File: config.mk
export PLATFORM = sky130hd
export DESIGN_NAME = pms_sequencer
export DESIGN_NICKNAME = d
export VERILOG_FILES = /design/src/pms_pkg.sv /design/src/pms_sequencer.sv
export SDC_FILE = /design/constraint.sdc
export NUM_CORES = 1
export LEC_CHECK = 0
export BUFFER_PORTS_ARGS = -buffer_cell sky130_fd_sc_hd__clkbuf_2
export CAP_MARGIN = 25
export CORE_UTILIZATION = 46
export DETAILED_ROUTE_END_ITERATION = 10
export GPL_TIMING_DRIVEN = 1
export PLACE_DENSITY = 0.67
export SYNTH_ARGS = -nofsm -noshare
export SYNTH_HDL_FRONTEND = slang
export SYNTH_SLANG_ARGS = --single-unit
File: constraint.sdc
create_clock -name clk -period 4.45 [get_ports clk]
set_clock_uncertainty 0.05 [all_clocks]
set_input_delay 0.89 -clock clk [delete_from_list [all_inputs] [get_ports clk]]
set_output_delay 0.89 -clock clk [all_outputs]
set_load 0.01 [all_outputs]
File: src/pms_pkg.sv
// Constants, states and carriers for the power mode sequencer
package pms_pkg;

    // Register offsets and bus widths
    localparam int          ADDR_W     = 8;
    localparam int          DATA_W     = 16;
    localparam logic [7:0]  OFS_MODE   = 8'h00;
    localparam logic [7:0]  OFS_FLAGS  = 8'h04;
    localparam logic [7:0]  OFS_STATUS = 8'h08;
    localparam logic [7:0]  OFS_FUSE   = 8'h0c;

    // Mode command codes
    localparam logic [1:0]  MODE_STANDBY = 2'h0;
    localparam logic [1:0]  MODE_NORMAL  = 2'h1;
    localparam logic [1:0]  MODE_RXONLY  = 2'h2;
    localparam logic [1:0]  MODE_SLEEP   = 2'h3;

    // Flag bit positions
    localparam int          F_SUP_UV  = 0;
    localparam int          F_SUP_OK  = 1;
    localparam int          F_BUCK_UV = 2;
    localparam int          F_BUCK_OK = 3;
    localparam int          F_REG2_UV = 4;
    localparam int          F_REG2_OK = 5;
    localparam int          F_REG3_UV = 6;
    localparam int          F_REG3_OK = 7;
    localparam int          F_WARN    = 8;
    localparam int          F_RECOVER = 9;
    localparam int          F_READY   = 10;
    localparam int          NFLAGS    = 11;
    localparam logic [10:0] FLAGS_RST = 11'h000;

    // Timing: least reset delay rounds up to whole cycles
    localparam int          CLK_PERIOD_NS = 25;
    localparam int          TRES_MIN_US   = 4000;
    localparam int          RES_CYCLES    = (TRES_MIN_US * 1000 + CLK_PERIOD_NS - 1) / CLK_PERIOD_NS;
    localparam int          WD_WIN_CYCLES = 4000;
    localparam int          LOAD_CYCLES   = 4;
    localparam int          CNT_W         = 18;
    localparam logic [1:0]  MISS_LIMIT    = 2'h3;

    // Fuse select width and power-up default (2.5V code)
    localparam int          VSEL_W       = 4;
    localparam logic [3:0]  VSEL_DEFAULT = 4'h0;

    typedef enum logic [3:0] {
        ST_BUCK, ST_REG1, ST_RST1, ST_FUSE_POR, ST_FUSE_LOAD, ST_PREREG,
        ST_RES_WAIT, ST_SUWD, ST_RECOV, ST_STANDBY, ST_NORMAL, ST_RXONLY, ST_SLEEP
    } pms_state_e;

    // Analog comparator and host levels, all asynchronous to clk
    typedef struct packed {
        logic buck_power_good;
        logic reg1_ok;
        logic reg1_uv;
        logic reg2_ok;
        logic reg3_ok;
        logic supply_uv;
        logic supply_ok;
        logic supply_below_reset;
        logic temp_warn;
        logic temp_shut;
        logic temp_cool;
        logic wd_trigger;
        logic wake_req;
    } pms_sense_s;

    // Enables and strobes toward the analog blocks
    typedef struct packed {
        logic buck_en;
        logic reg1_en;
        logic reg2_en;
        logic reg3_en;
        logic reg1_reset;
        logic fuse_por_n;
        logic fuse_latch_load;
        logic latch_to_prereg_load;
        logic can_tx_en;
        logic can_rx_en;
        logic lp_rx_en;
    } pms_ctrl_s;

endpackage : pms_pkg

File: src/pms_sequencer.sv
// Power mode sequencer: start-up, watchdog, modes, flags and register port
//
// Chosen here: the address-and-strobe port and the register addresses.
`timescale 1ns/1ps
module pms_sequencer #(
    parameter logic [17:0] RES_CYCLES    = 18'(pms_pkg::RES_CYCLES),
    parameter logic [17:0] WD_WIN_CYCLES = 18'(pms_pkg::WD_WIN_CYCLES),
    parameter logic [17:0] LOAD_CYCLES   = 18'(pms_pkg::LOAD_CYCLES)
) (
    input  wire logic                 clk,
    input  wire logic                 arst_n,
    input  wire pms_pkg::pms_sense_s  sense,
    input  wire logic [3:0]           fuse_data,
    input  wire logic [7:0]           addr,
    input  wire logic [15:0]          wdata,
    input  wire logic                 wr,
    input  wire logic                 rd,
    output logic [15:0]               rdata,
    output pms_pkg::pms_ctrl_s        ctrl,
    output logic [3:0]                reg1_vsel,
    output logic                      host_reset_n,
    output logic                      host_irq_n
);

    logic [1:0]           rst_sync;
    logic                 rst_n;
    pms_pkg::pms_sense_s  s_meta, s, s_prev;
    pms_pkg::pms_state_e  state, next_state;
    logic [17:0]          cnt, next_cnt;
    logic [1:0]           miss, next_miss;
    logic                 wd_rst, next_wd_rst;
    logic                 recov, next_recov;
    logic                 tx_block, next_tx_block;
    logic                 can_block, next_can_block;
    logic                 lp_block, next_lp_block;
    logic                 ready_pend, next_ready_pend;
    logic [10:0]          flags, next_flags, flag_set, flag_clr;
    logic [3:0]           fuse_latch, next_fuse_latch;
    logic [3:0]           prereg, next_prereg;
    logic                 prereg_ok, next_prereg_ok;
    pms_pkg::pms_ctrl_s   next_ctrl;
    logic                 next_host_reset_n;
    logic [15:0]          next_rdata;
    logic                 in_ops;

    function automatic logic rise(input logic now, input logic was);
        return now & ~was;
    endfunction : rise

    // Reset release through two flip-flops
    always_ff @(posedge clk or negedge arst_n) begin
        if (!arst_n) begin
            rst_sync <= 2'h0;
        end else begin
            rst_sync <= {rst_sync[0], 1'b1};
        end
    end
    assign rst_n = rst_sync[1];

    // Two-stage synchroniser plus a previous copy for edge detection
    always_ff @(posedge clk or negedge rst_n) begin
        if (!rst_n) begin
            s_meta <= '0;
            s      <= '0;
            s_prev <= '0;
        end else begin
            s_meta <= sense;
            s      <= s_meta;
            s_prev <= s;
        end
    end

    assign in_ops = (state == pms_pkg::ST_STANDBY) || (state == pms_pkg::ST_NORMAL) ||
                    (state == pms_pkg::ST_RXONLY);

    // Event flags: hardware set wins over a software clear
    always_comb begin
        flag_set = '0;
        flag_clr = '0;
        if (wr && addr == pms_pkg::OFS_FLAGS) begin
            flag_clr = wdata[10:0];
        end
        flag_clr[pms_pkg::F_WARN] = 1'b0;
        flag_set[pms_pkg::F_SUP_UV] = rise(s.supply_uv, s_prev.supply_uv);
        flag_set[pms_pkg::F_SUP_OK] = rise(s.supply_ok, s_prev.supply_ok);
        flag_set[pms_pkg::F_BUCK_UV] = rise(s_prev.buck_power_good, s.buck_power_good);
        flag_set[pms_pkg::F_BUCK_OK] = rise(s.buck_power_good, s_prev.buck_power_good);
        flag_set[pms_pkg::F_REG2_UV] = ctrl.reg2_en & rise(s_prev.reg2_ok, s.reg2_ok);
        flag_set[pms_pkg::F_REG2_OK] = ctrl.reg2_en & rise(s.reg2_ok, s_prev.reg2_ok);
        flag_set[pms_pkg::F_REG3_UV] = ctrl.reg3_en & rise(s_prev.reg3_ok, s.reg3_ok);
        flag_set[pms_pkg::F_REG3_OK] = ctrl.reg3_en & rise(s.reg3_ok, s_prev.reg3_ok);
        flag_set[pms_pkg::F_WARN] = (state == pms_pkg::ST_NORMAL) &
                                    rise(s.temp_warn, s_prev.temp_warn);
        if (flags[pms_pkg::F_WARN] && s.temp_cool) begin
            flag_clr[pms_pkg::F_WARN]    = 1'b1;
            flag_set[pms_pkg::F_RECOVER] = 1'b1;
        end
        // both regulators ready after normal command from standby
        flag_set[pms_pkg::F_READY] = ready_pend & s.reg2_ok & s.reg3_ok;
        next_flags = (flags & ~flag_clr) | flag_set;
    end

    // Sequencing and mode control
    always_comb begin
        next_state      = state;
        next_cnt        = cnt + 18'h1;
        next_miss       = miss;
        next_wd_rst     = wd_rst;
        next_recov      = recov;
        next_tx_block   = tx_block;
        next_can_block  = can_block;
        next_lp_block   = lp_block;
        next_ready_pend = ready_pend & ~flag_set[pms_pkg::F_READY];
        next_fuse_latch = fuse_latch;
        next_prereg     = prereg;
        next_prereg_ok  = prereg_ok;
        unique case (state)
            // regulator one waits for power good
            pms_pkg::ST_BUCK: if (s.buck_power_good) begin
                next_state = pms_pkg::ST_REG1;
            end
            pms_pkg::ST_REG1: if (s.reg1_ok) begin
                next_state = pms_pkg::ST_RST1;
            end
            pms_pkg::ST_RST1: next_state = pms_pkg::ST_FUSE_POR;
            pms_pkg::ST_FUSE_POR: begin
                next_state = pms_pkg::ST_FUSE_LOAD;
                next_cnt   = '0;
            end
            pms_pkg::ST_FUSE_LOAD: if (cnt >= LOAD_CYCLES - 18'h1) begin
                next_fuse_latch = fuse_data;
                next_state      = pms_pkg::ST_PREREG;
            end
            // fuse setting replaces the default select
            pms_pkg::ST_PREREG: begin
                next_prereg    = fuse_latch;
                next_prereg_ok = 1'b1;
                next_state     = pms_pkg::ST_RES_WAIT;
                next_cnt       = '0;
            end
            pms_pkg::ST_RES_WAIT: if (cnt >= RES_CYCLES - 18'h1) begin
                next_wd_rst = 1'b0;
                next_cnt    = '0;
                next_recov  = 1'b0;
                next_state  = recov ? pms_pkg::ST_STANDBY : pms_pkg::ST_SUWD;
            end
            pms_pkg::ST_SUWD: begin
                if (rise(s.wd_trigger, s_prev.wd_trigger)) begin
                    next_miss  = '0;
                    next_state = pms_pkg::ST_STANDBY;
                end else if (cnt >= WD_WIN_CYCLES - 18'h1 && miss == pms_pkg::MISS_LIMIT - 2'h1) begin
                    next_miss  = '0;
                    next_state = pms_pkg::ST_SLEEP;
                // miss reasserts reset and restarts timeout
                end else if (cnt >= WD_WIN_CYCLES - 18'h1) begin
                    next_miss   = miss + 2'h1;
                    next_wd_rst = 1'b1;
                    next_cnt    = '0;
                    next_state  = pms_pkg::ST_RES_WAIT;
                end
            end
            // wait for regulator one, then timeout to standby
            pms_pkg::ST_RECOV: if (s.reg1_ok) begin
                next_recov = 1'b1;
                next_cnt   = '0;
                next_state = pms_pkg::ST_RES_WAIT;
            end
            pms_pkg::ST_STANDBY, pms_pkg::ST_NORMAL, pms_pkg::ST_RXONLY: begin
                // host mode command from standby onward
                if (wr && addr == pms_pkg::OFS_MODE) begin
                    unique case (wdata[1:0])
                        pms_pkg::MODE_STANDBY: next_state = pms_pkg::ST_STANDBY;
                        pms_pkg::MODE_NORMAL: begin
                            next_state      = pms_pkg::ST_NORMAL;
                            next_ready_pend = (state == pms_pkg::ST_STANDBY);
                        end
                        pms_pkg::MODE_RXONLY: next_state = pms_pkg::ST_RXONLY;
                        pms_pkg::MODE_SLEEP:  next_state = pms_pkg::ST_SLEEP;
                    endcase
                end
                if (flag_set[pms_pkg::F_SUP_UV]) begin
                    next_state = pms_pkg::ST_STANDBY;
                end
                // regulator one undervoltage to the recovery wait
                if (rise(s.reg1_uv, s_prev.reg1_uv)) begin
                    next_state = pms_pkg::ST_RECOV;
                end
            end
            pms_pkg::ST_SLEEP: if (rise(s.wake_req, s_prev.wake_req) && !lp_block) begin
                next_state = pms_pkg::ST_BUCK;
            end
        endcase
        if (flag_set[pms_pkg::F_WARN]) begin
            next_tx_block = 1'b1;
        end
        if (flag_set[pms_pkg::F_RECOVER]) begin
            next_tx_block = 1'b0;
        end
        if (flag_set[pms_pkg::F_BUCK_UV] && (state == pms_pkg::ST_NORMAL ||
                                             state == pms_pkg::ST_RXONLY)) begin
            next_can_block = 1'b1;
        end
        if (flag_set[pms_pkg::F_BUCK_OK]) begin
            next_can_block = 1'b0;
        end
        // shutdown from any mode; receiver back when cool
        if (lp_block && s.temp_cool) begin
            next_lp_block = 1'b0;
        end
        if (rise(s.temp_shut, s_prev.temp_shut)) begin
            next_state    = pms_pkg::ST_SLEEP;
            next_lp_block = 1'b1;
        end
    end

    // Output decode from the next state, registered below
    always_comb begin
        next_ctrl.buck_en              = next_state != pms_pkg::ST_SLEEP;
        // regulator one on except in sleep and the buck power-good wait
        next_ctrl.reg1_en              = next_state != pms_pkg::ST_SLEEP &&
                                         next_state != pms_pkg::ST_BUCK;
        // regulators two, three in normal and receive
        next_ctrl.reg2_en              = next_state == pms_pkg::ST_NORMAL ||
                                         next_state == pms_pkg::ST_RXONLY;
        next_ctrl.reg3_en              = next_ctrl.reg2_en;
        next_ctrl.reg1_reset           = !(next_state inside {pms_pkg::ST_SUWD,
                                           pms_pkg::ST_STANDBY, pms_pkg::ST_NORMAL,
                                           pms_pkg::ST_RXONLY}) && !next_wd_rst;
        next_ctrl.fuse_por_n           = next_state != pms_pkg::ST_FUSE_POR;
        next_ctrl.fuse_latch_load      = next_state == pms_pkg::ST_PREREG;
        next_ctrl.latch_to_prereg_load = next_state == pms_pkg::ST_RES_WAIT &&
                                         state == pms_pkg::ST_PREREG;
        next_ctrl.can_tx_en            = next_state == pms_pkg::ST_NORMAL &&
                                         !next_tx_block && !next_can_block;
        next_ctrl.can_rx_en            = next_ctrl.reg2_en && !next_can_block;
        next_ctrl.lp_rx_en             = (next_state == pms_pkg::ST_STANDBY ||
                                          next_state == pms_pkg::ST_SLEEP) && !next_lp_block;
        // host reset from regulator reset or watchdog
        next_host_reset_n              = !(next_ctrl.reg1_reset || next_wd_rst);
    end

    // Register reads answer one cycle later; unmapped reads zero
    always_comb begin
        next_rdata = '0;
        if (rd) begin
            unique case (addr)
                pms_pkg::OFS_MODE:   next_rdata = {12'h000, state};
                pms_pkg::OFS_FLAGS:  next_rdata = {5'h00, flags};
                pms_pkg::OFS_STATUS: next_rdata = {9'h000, lp_block, can_block, tx_block,
                                                   wd_rst, recov, miss};
                pms_pkg::OFS_FUSE:   next_rdata = {7'h00, prereg_ok, fuse_latch, prereg};
                default:             next_rdata = '0;
            endcase
        end
    end

    // State registers; supply below reset level clears all but the read data
    always_ff @(posedge clk or negedge rst_n) begin
        if (!rst_n) begin
            state        <= pms_pkg::ST_BUCK;
            cnt          <= '0;
            miss         <= '0;
            wd_rst       <= 1'b0;
            recov        <= 1'b0;
            tx_block     <= 1'b0;
            can_block    <= 1'b0;
            lp_block     <= 1'b0;
            ready_pend   <= 1'b0;
            flags        <= pms_pkg::FLAGS_RST;
            fuse_latch   <= '0;
            prereg       <= '0;
            prereg_ok    <= 1'b0;
            ctrl         <= '{buck_en: 1'b1, reg1_reset: 1'b1, fuse_por_n: 1'b1, default: 1'b0};
            host_reset_n <= 1'b0;
            host_irq_n   <= 1'b1;
            rdata        <= '0;
        // supply below reset level resets all of these registers except the read data
        end else if (s.supply_below_reset) begin
            state        <= pms_pkg::ST_BUCK;
            cnt          <= '0;
            miss         <= '0;
            wd_rst       <= 1'b0;
            recov        <= 1'b0;
            tx_block     <= 1'b0;
            can_block    <= 1'b0;
            lp_block     <= 1'b0;
            ready_pend   <= 1'b0;
            flags        <= pms_pkg::FLAGS_RST;
            fuse_latch   <= '0;
            prereg       <= '0;
            prereg_ok    <= 1'b0;
            ctrl         <= '{buck_en: 1'b1, reg1_reset: 1'b1, fuse_por_n: 1'b1, default: 1'b0};
            host_reset_n <= 1'b0;
            host_irq_n   <= 1'b1;
            rdata        <= next_rdata;
        end else begin
            state        <= next_state;
            cnt          <= next_cnt;
            miss         <= next_miss;
            wd_rst       <= next_wd_rst;
            recov        <= next_recov;
            tx_block     <= next_tx_block;
            can_block    <= next_can_block;
            lp_block     <= next_lp_block;
            ready_pend   <= next_ready_pend;
            flags        <= next_flags;
            fuse_latch   <= next_fuse_latch;
            prereg       <= next_prereg;
            prereg_ok    <= next_prereg_ok;
            ctrl         <= next_ctrl;
            host_reset_n <= next_host_reset_n;
            // interrupt held low while a flag is set
            host_irq_n   <= ~(|next_flags);
            rdata        <= next_rdata;
        end
    end

    // default select until the fuse copy is valid
    assign reg1_vsel = prereg_ok ? prereg : pms_pkg::VSEL_DEFAULT;

    // Cycles that the host reset has been held low, saturating
    logic [17:0] low_cnt;
    always_ff @(posedge clk or negedge rst_n) begin
        if (!rst_n) begin
            low_cnt <= '0;
        end else begin
            low_cnt <= host_reset_n ? 18'h0 : (&low_cnt ? low_cnt : low_cnt + 18'h1);
        end
    end
endmodule : pms_sequencer

==> flow_metrics.tcl, run 1 <==
set metrics [dict create \
    status "finished, final reports clean" \
    die_width_um 105 \
    crit_path_max_fanout 18 \
    worst_pin_slew_ns 0.820 \
    num_vias 3579 \
    place_congestion 0.871 \
    start_util_pct 47.4 \
    drive_above_1_share_pct 20.4 \
    yosys_warnings 0 \
    rsz0062_at_grt "no" \
    period_needed_ns 3.00 \
    ys_seq_elements 111 \
    critPathRequiredTime_ns 4.70 \
    die_h_um 105 \
    design_area_um2 5520 \
    p_total_mw 1.90 \
    vias_per_cell 5.42 \
    wl_per_cell_um 15.8 \
    fp.dieArea_um2 11100 \
    syn2layout_area_growth_pct 12.6 \
    overflow 0 \
    multi_input_area_um2 1950 \
    slew_headroom_pct 45.3 \
    fin_setup_tns_ns 0 \
    first_iter_violations 275 \
    ff_latch_area_um2 2790 \
    r2r_cells 6 \
    drv_slew 0 \
    hp-class "input port to asynchronous set/reset pin" \
    cp_data_arrival_time_ns 3.25 \
    path_cells "nor2_1 > a211o_1 > a211oi_1 > a2111oi_2 > a221o_2 > or4_1" \
    place_hpwl_um 7420 \
    cts_max_level 3 \
    hold_violations 0 \
    r2r-end "ctrl[5]" \
    remaining_drc_errors 0 \
    synthCells 460 \
    final_nets 569 \
    final_antenna_net_count 0 \
    root_buffer "clkbuf_8" \
    r2r_slack_ns 1.45 \
    synth_area_per_cell_um2 10.6 \
    fmax_mhz 333 \
    io_pins 78 \
    peakVddDrop_v 0.000252 \
    cts_setup_buffers 0 \
    numPortBuffers 66 \
    power_density_nw_per_um2 345 \
    n_antenna_cell 0 \
    grt_first_pass_wirelength_um 17400 \
    rr_startpoint "state[0]" \
    gr-usage-all-layers_pct 20.6 \
    grt_pass1_vias 3521 \
    final_cell_mix "106 x dfrtp_1, 66 x clkbuf_2, 65 x nor2_1" \
    cp_num_buf_inv 0 \
    crit_path_max_incr_delay_ns 0.76 \
    tritoncts "yes" \
    path_class "register to register" \
    numCtsBuffers 9 \
    start_kind "register" \
    placed_area_um2 5320 \
    hold_buffers 0 \
    synth_enable_flop_cells 0 \
    num_rows 37 \
    p_leak_nw 2.60 \
    finalCritPeriodShare_pct 67.5 \
    coreArea_um2 10300 \
    critPathSlowestCell "dfrtp_1" \
    syn-cell-area_um2 4900 \
    post_cts_resized 0 \
    critPathTopFamily "compound AO/OA/AOI/OAI gates" \
    grt_max_degree 69 \
    clock-sinks 111 \
    wl_um 10400 \
    cts.clk_slew.worst_paths_ns 0.11 \
    ys.flop_type "dfrtp_1" \
    first_pass_iters 4 \
    seq_area_frac_synth_pct 56.8 \
    n_fill_cell 926 \
    antenna_found_initial 0 \
    cp-end-kind "register" \
    async_reset_ff_share_pct 100 \
    cap_violations 0 \
    ys_types 61 \
    setup_viol_count_final 0 \
    cts_max_path_buffers 2 \
    mostFrequentLayoutCell "dfrtp_1" \
    clkLatencyLatePin_ns 0.39 \
]
-- area by class of cell --
type                    count  area share [%]
flip-flops and latches    111            50.5
multi-input cells         313            35.3
repair buffers             70            6.53
well taps                 136            3.09
clock buffers               9            2.25
clock inverters             7            1.36
inverters                  14           0.953
-- worst max-delay path by stage --
| stage | startpoint | end | slack [ns] | cells past startpoint |
|---|---|---|---|---|
| after floorplan | rst_sync[1] | can_block | 1.09 | 0 |
| after global placement | addr[5] | ctrl[4] | 1.11 | 8 |
| after detailed placement | addr[5] | ctrl[4] | 1.14 | 8 |
| after global routing | state[0] | ctrl[4] | 1.17 | 6 |
| final | state[0] | ctrl[5] | 1.45 | 6 |
| after CTS | state[0] | ctrl[5] | 1.44 | 6 |
-- where the power goes --
group / total, mW / leakage, nW / switching, mW / internal, mW
clock network: 0.596 / 0.102 / 0.375 / 0.221
logic: 0.204 / 1.06 / 0.121 / 0.0830
registers: 1.10 / 1.44 / 0.0555 / 1.05
total: 1.90 / 2.60 / 0.551 / 1.35
-- kinds of logic after synthesis --
kind of cell | share of synthesized area, %
simple gates | 19.7
flops | 56.8
compound gates | 9.86
buf+inv | 3.75
mux | 5.39
xor+xnor | 3.04
fa+ha+maj | 1.28
other cells | 0.153
-- registers in the layout, summed over array words and instances (netlist names) --
register,count
cnt,18
s,13
s_meta,13
flags,11
rdata,11
ctrl,10
s_prev,10
fuse_latch,4
prereg,4
state,4
miss,2
rst_sync,2
can_block,1
host_irq_n,1
host_reset_n,1
lp_block,1
prereg_ok,1
ready_pend,1
recov,1
tx_block,1
wd_rst,1
-- metal layers --
metal	global-route usage, %	part of all wire (%)	vias up
met5	0	0	-
met4	8.55	1.4	0
met3	3.81	4.6	14
met2	32.0	47	112
met1	28.5	47	1747
li1	-	-	1706
-- through the flow --
stage          setup slack [ns]  instances  hold WS [ns]  util [%]
2_1_floorplan              1.09        464         0.281         -
3_3_place_gp               1.11        644         0.282      51.5
3_5_place_dp               1.14        644         0.286      51.5
4_1_cts                    1.44        660         0.186      53.4
5_1_grt                    1.17        660         0.188      53.4
6_report                   1.45        660         0.204      53.4
-- worst register-to-register path: stages, from the launching register on --
cell and delay [ns]:
dfrtp_1 0.76, nor2_1 0.37, a211o_1 0.41, a211oi_1 0.29, a2111oi_2 0.09, a221o_2 0.47, or4_1 0.49
-- synth_stat cells, drive strengths merged (11+ instances only) --
cell | n | share of area [%]
dfrtp | 107 | 55
nor2 | 65 | 5.0
nand2 | 44 | 3.4
a21oi | 20 | 2.0
clkbuf | 16 | 1.3
inv | 14 | 1.1
mux2i | 14 | 2.9
and3 | 13 | 1.7
nand3 | 12 | 1.2
o21ai | 12 | 1.5
nor3 | 11 | 1.1
(Power assumes the default switching activity.)
==> run 2, diff against run 1 <==
ABC_AREA = 1   (was default)
PLACE_DENSITY = 0.69   (was 0.67)
clock period = 2.7 ns   (was 4.45 ns; I/O delays follow)
==> run 2 against run 1 <==
Die area up 3.5%. Sequential share of layout area down 2.0 points. Hold slack worse by 0.0083 ns. Setup slack worse by 1.0 ns. Design area up 4.1%. Sequential cell count unchanged. Combinational power up 140%.
==> flow_metrics.tcl, run 2 <==
set metrics [dict create \
    first_pass_iters 4 \
    min_from "sense[6]" \
    ys.flop_type "dfrtp_1" \
    fin_setup_tns_ns 0 \
    yosys_warnings 0 \
    drive_above_1_share_pct 20.5 \
    fin_util_pct 54.6 \
    drv_slew 0 \
    final_antenna_net_count 0 \
    critPathRequiredTime_ns 2.92 \
    yosysTopAreaCellShare_pct 52.8 \
    yosysMostFrequentCell "nand2_1" \
    clock-sinks 111 \
    status "finished, final reports clean" \
    place_hpwl_um 8450 \
    place_congestion 0.879 \
    synth_top_cell_by_area "dfrtp_1" \
    clkLatencyLatePin_ns 0.39 \
    remaining_drc_errors 0 \
    period_needed_ns 2.26 \
    p_leak_nw 2.84 \
    ys_seq_elements 111 \
    post_cts_resized 0 \
    min_to "s_meta[6]" \
    cts.clk_slew.worst_paths_ns 0.11 \
    r2r-end "host_reset_n" \
    die_width_um 107 \
    grt_max_degree 50 \
    antenna_found_initial 0 \
    io_pins 78 \
    synthCells 577 \
    fmax_mhz 442 \
    async_reset_ff_share_pct 100 \
    whs_path_depth 1 \
    rsz0062_at_grt "no" \
    cts_setup_buffers 0 \
    path_class "register to register" \
    power_density_nw_per_um2 572 \
    wl_um 11000 \
    hold_buffers 1 \
    n_antenna_cell 0 \
    first_iter_violations 288 \
    gr-max-usage-layer "met2" \
    seq_area_frac_synth_pct 54.9 \
    final_nets 700 \
    tritoncts "yes" \
    final_cell_mix "118 x nand2_1, 106 x dfrtp_1, 86 x nor2_1" \
    overflow 0 \
    num_vias 3968 \
    crit_path_max_fanout 6 \
    coreArea_um2 10500 \
    vias_per_cell 5.02 \
    cts_max_path_buffers 2 \
    num_rows 37 \
    grt_use_met3_pct 3.65 \
    numPortBuffers 66 \
    cp-end-kind "register" \
    grt_pass1_vias 3811 \
    peakVddDrop_v 0.000385 \
    hp-class "input port to register" \
    wl_per_cell_um 13.9 \
    r2r_cells 12 \
    numCtsBuffers 9 \
    syn2layout_area_growth_pct 13.2 \
    synth_area_per_cell_um2 8.79 \
    grt_first_pass_wirelength_um 18300 \
    gr-usage-all-layers_pct 20.9 \
    finalCritPeriodShare_pct 83.8 \
    hold_violations 0 \
    cap_violations 0 \
    worst_pin_slew_ns 0.666 \
    use_met2_pct 31.6 \
    die_h_um 107 \
    synth_enable_flop_cells 0 \
    syn-cell-area_um2 5070 \
    synth.area.top_cells "dfrtp_1 53%, nand2_1 8.7%, nor2_1 6.4%" \
    r2r_slack_ns 0.44 \
    ys_types 43 \
    ys_top_cells_by_count "118 x nand2_1, 107 x dfrtp_1, 86 x nor2_1" \
    met1_usage_pct 30.2 \
    cp_data_arrival_time_ns 2.48 \
    cts_max_level 3 \
    largest_reg_flops 18 \
    start_kind "register" \
    start_util_pct 48.3 \
    rr_startpoint "cnt[0]" \
    top_regs "cnt: 18 flops, s: 13 flops, s_meta: 13 flops" \
    mostFrequentLayoutCell "nand2_1" \
    setup_viol_count_final 0 \
    largest_register "cnt" \
    fp.dieArea_um2 11400 \
    root_buffer "clkbuf_8" \
    slew_headroom_pct 55.5 \
]
==> run 2: critical path, stage by stage (launching register included) <==
cell,delay (ns)
dfrtp_1,0.43
ha_1,0.25
or2_2,0.30
nor2_1,0.11
nand3_1,0.13
a21oi_1,0.15
nand2_1,0.12
o21bai_4,0.23
nor2_1,0.07
nand2_1,0.13
nand2_1,0.07
nand2_1,0.07
nor2_2,0.04
==> run 2: where the power goes <==
| group | switching [mW] | internal, mW |
|---|---|---|
| Combinational | 0.324 | 0.166 |
| Sequential | 0.0712 | 1.74 |
| Clock | 0.617 | 0.364 |
==> run 2: stage by stage <==
stage	setup WS [ns]	instances	hold WS (ns)	area (um2)	total power [mW]
floorplan	0.750	581	0.194	5090	2.18
finish	0.437	791	0.196	5740	3.28
global placement	0.437	774	0.260	5540	2.33
CTS	0.423	791	0.173	5740	3.32
detailed placement	0.383	774	0.267	5540	2.33
global route	0.226	791	0.174	5740	3.46
==> run 2: routing by layer <==
layer	vias up	wire length, um
li1	1968	-
met2	120	5000
met3	15	659
met4	0	177
met5	-	0
met1	1865	5130
==> run 2: how the worst max path moves through the flow <==
| stage | startpoint | endpoint | slack [ns] | depth (start not counted) |
|---|---|---|---|---|
| 2_1_floorplan | cnt[0] | ctrl[9] | 0.75 | 12 |
| 3_3_place_gp | wdata[0] | host_reset_n | 0.44 | 14 |
| 3_5_place_dp | wdata[0] | host_reset_n | 0.38 | 14 |
| 4_1_cts | cnt[0] | host_reset_n | 0.42 | 12 |
| 5_1_grt | cnt[0] | host_reset_n | 0.23 | 16 |
| 6_report | cnt[0] | host_reset_n | 0.44 | 12 |
==> run 2: area by class of cell <==
type / count / area [um2]
clock buffer: 9 / 124
clock inverter: 7 / 71.3
fill: 1010 / 4770
inverter: 80 / 300
multi-input combinational: 378 / 1910
sequential: 111 / 2790
tap: 136 / 170
timing repair buffer: 70 / 375
==> run 2: cell families (layout without fill, tap and decap cells) <==
family,Yosys count,count (layout),share of synthesized area [%]
XOR/XNOR,9,9,1.55
other,2,6,0.148
adder cells (fa/ha/maj),5,5,1.23
AND/OR/NAND/NOR,297,297,26.6
flip-flops,111,111,54.9
AO/OA/AOI/OAI,61,61,7.92
buffers and inverters,92,166,7.70
==> run 3, diff against run 2 <==
PLACE_DENSITY = 0.67   (was 0.69)
clock period = 2.2 ns   (was 2.7 ns; I/O delays follow)
==> run 3 against run 2 <==
Sequential cell count unchanged. Global-route usage is 0.47 points higher. Setup slack lost 0.29 ns. Clock-buffer cell count is the same. Critical path type unchanged. Largest cell class unchanged.
==> flow_metrics.tcl, run 3 (same netlist as run 2, synthesis figures left out) <==
set metrics [dict create \
    critPathTopFamily "simple AND/OR/NAND/NOR gates" \
    num_vias 4014 \
    hp-class "register to asynchronous set/reset pin" \
    r2r-end "host_reset_n" \
    gr-usage-all-layers_pct 21.4 \
    cp_data_arrival_time_ns 2.30 \
    crit_path_max_fanout 4 \
    setup_ws_ns 0.143 \
    final_cell_mix "116 x nand2_1, 103 x dfrtp_1, 84 x nor2_1" \
    power_density_nw_per_um2 702 \
    rsz0062_at_grt "yes" \
    remaining_drc_errors 0 \
    cap_violations 0 \
    mostFrequentLayoutCell "nand2_1" \
    num_rows 37 \
    design_area_um2 5950 \
    path_common_cell "nand2_1" \
    r2r_slack_ns 0.14 \
    final_nets 719 \
    die_width_um 107 \
    drv_slew 0 \
    start_util_pct 48.3 \
    wl_um 11300 \
    worst_pin_slew_ns 0.621 \
    largest_register "cnt" \
    numCtsBuffers 9 \
    place_congestion 0.892 \
    first_pass_iters 5 \
    wl_per_cell_um 13.9 \
    syn2layout_area_growth_pct 17.4 \
    coreArea_um2 10500 \
    fmax_mhz 486 \
    pre_cts_slack_ns 0.0533 \
    cp-end-kind "register" \
    critPathSlowestCell "dfrtp_1" \
    slew_headroom_pct 58.6 \
    vias_per_cell 4.96 \
    grt_pass1_vias 3847 \
    path_cells "ha_2 > nand2_2 > nor2_4 > nand3_2 > nand3_4 > nand3_2 > nand2_1 > inv_1 > a21oi_2 > buf_4 > nor2_4 > nand2_4 > nand2_1 > nand2_1 > nor2_2" \
    largest_reg_flops 18 \
    n_fill_cell 983 \
    numPortBuffers 66 \
    top_regs "cnt: 18 flops, s: 13 flops, s_meta: 13 flops" \
    whs_ns 0.0833 \
    fp.dieArea_um2 11400 \
    cts_max_path_buffers 2 \
    clkLatencyLatePin_ns 0.40 \
    finalCritPeriodShare_pct 93.5 \
    place_hpwl_um 8420 \
    rr_startpoint "cnt[1]" \
    setup_viol_count_final 0 \
    first_iter_violations 255 \
    p_leak_nw 2.96 \
    tritoncts "yes" \
    path_class "register to register" \
    p_total_mw 4.18 \
    antenna_found_initial 0 \
    peakVddDrop_v 0.000639 \
    period_needed_ns 2.06 \
    die_h_um 107 \
    n_antenna_cell 0 \
    clock-sinks 111 \
    grt_first_pass_wirelength_um 18600 \
    final_antenna_net_count 0 \
    cts_max_level 3 \
    overflow 0 \
    io_pins 78 \
    placed_area_um2 5650 \
    start_kind "register" \
    drive_above_1_share_pct 24.3 \
    grt_max_degree 104 \
    hold_violations 0 \
    cp_num_buf_inv 2 \
    crit_path_max_incr_delay_ns 0.37 \
    r2r_cells 15 \
    status "finished, final reports clean" \
    critPathRequiredTime_ns 2.44 \
    root_buffer "clkbuf_8" \
    cts.clk_slew.worst_paths_ns 0.11 \
]
-- run 3: worst reg2reg max path, stage by stage, from the launching register on --
cell and delay (ns):
dfrtp_1 0.37, ha_2 0.20, nand2_2 0.10, nor2_4 0.14, nand3_2 0.14, nand3_4 0.11, nand3_2 0.11, nand2_1 0.09
inv_1 0.08, a21oi_2 0.15, buf_4 0.15, nor2_4 0.04, nand2_4 0.07, nand2_1 0.05, nand2_1 0.07, nor2_2 0.03
-- run 3: worst max-delay path by stage --
stage,cells past startpoint,from,slack (ns),end
floorplan,12,cnt[0],0.25,ctrl[9]
global placement,14,wdata[1],0.07,host_reset_n
detailed placement,15,addr[5],0.05,host_reset_n
CTS,15,cnt[1],0.04,host_reset_n
global route,14,cnt[0],-0.04,host_reset_n
finish,15,cnt[1],0.14,host_reset_n
-- run 3: metal layers --
layer	track usage, %	share of wire, %
met1	29.9	48
met2	32.7	46
met3	5.90	5.0
met4	6.07	1.4
met5	0	0
-- run 3: layout make-up --
cell class / instances / area, um2 / share of cell area [%]
flip-flops and latches: 111 / 2790 / 46.9
multi-input cells: 378 / 1960 / 32.8
repair buffers: 89 / 531 / 8.91
inverters: 80 / 300 / 5.04
well taps: 136 / 170 / 2.86
clock buffers: 9 / 124 / 2.08
clock inverters: 7 / 83.8 / 1.41
-- run 3: per-stage QoR --
step	utilization, %	TNS [ns]	instances
after floorplan	-	0	581
after global placement	53.8	0	788
after global routing	56.7	-0.0637	810
final	56.7	0	810
after detailed placement	53.8	0	788
after CTS	55.9	0	805
-- run 3: power breakdown --
| part | total (mW) | internal (mW) | leakage [nW] | switching [mW] |
|---|---|---|---|---|
| Clock | 1.25 | 0.458 | 0.105 | 0.790 |
| Combinational | 0.723 | 0.277 | 1.43 | 0.446 |
| Sequential | 2.21 | 2.14 | 1.43 | 0.0714 |
| Total | 4.18 | 2.87 | 2.96 | 1.31 |
-- run 3: what timing repair did --
action,in CTS,in global routing
endpoints found under the setup margin,0,7
buffers inserted,0,5
hold buffers,1,0
endpoints found under the hold margin,2,0
gates resized for setup,0,14
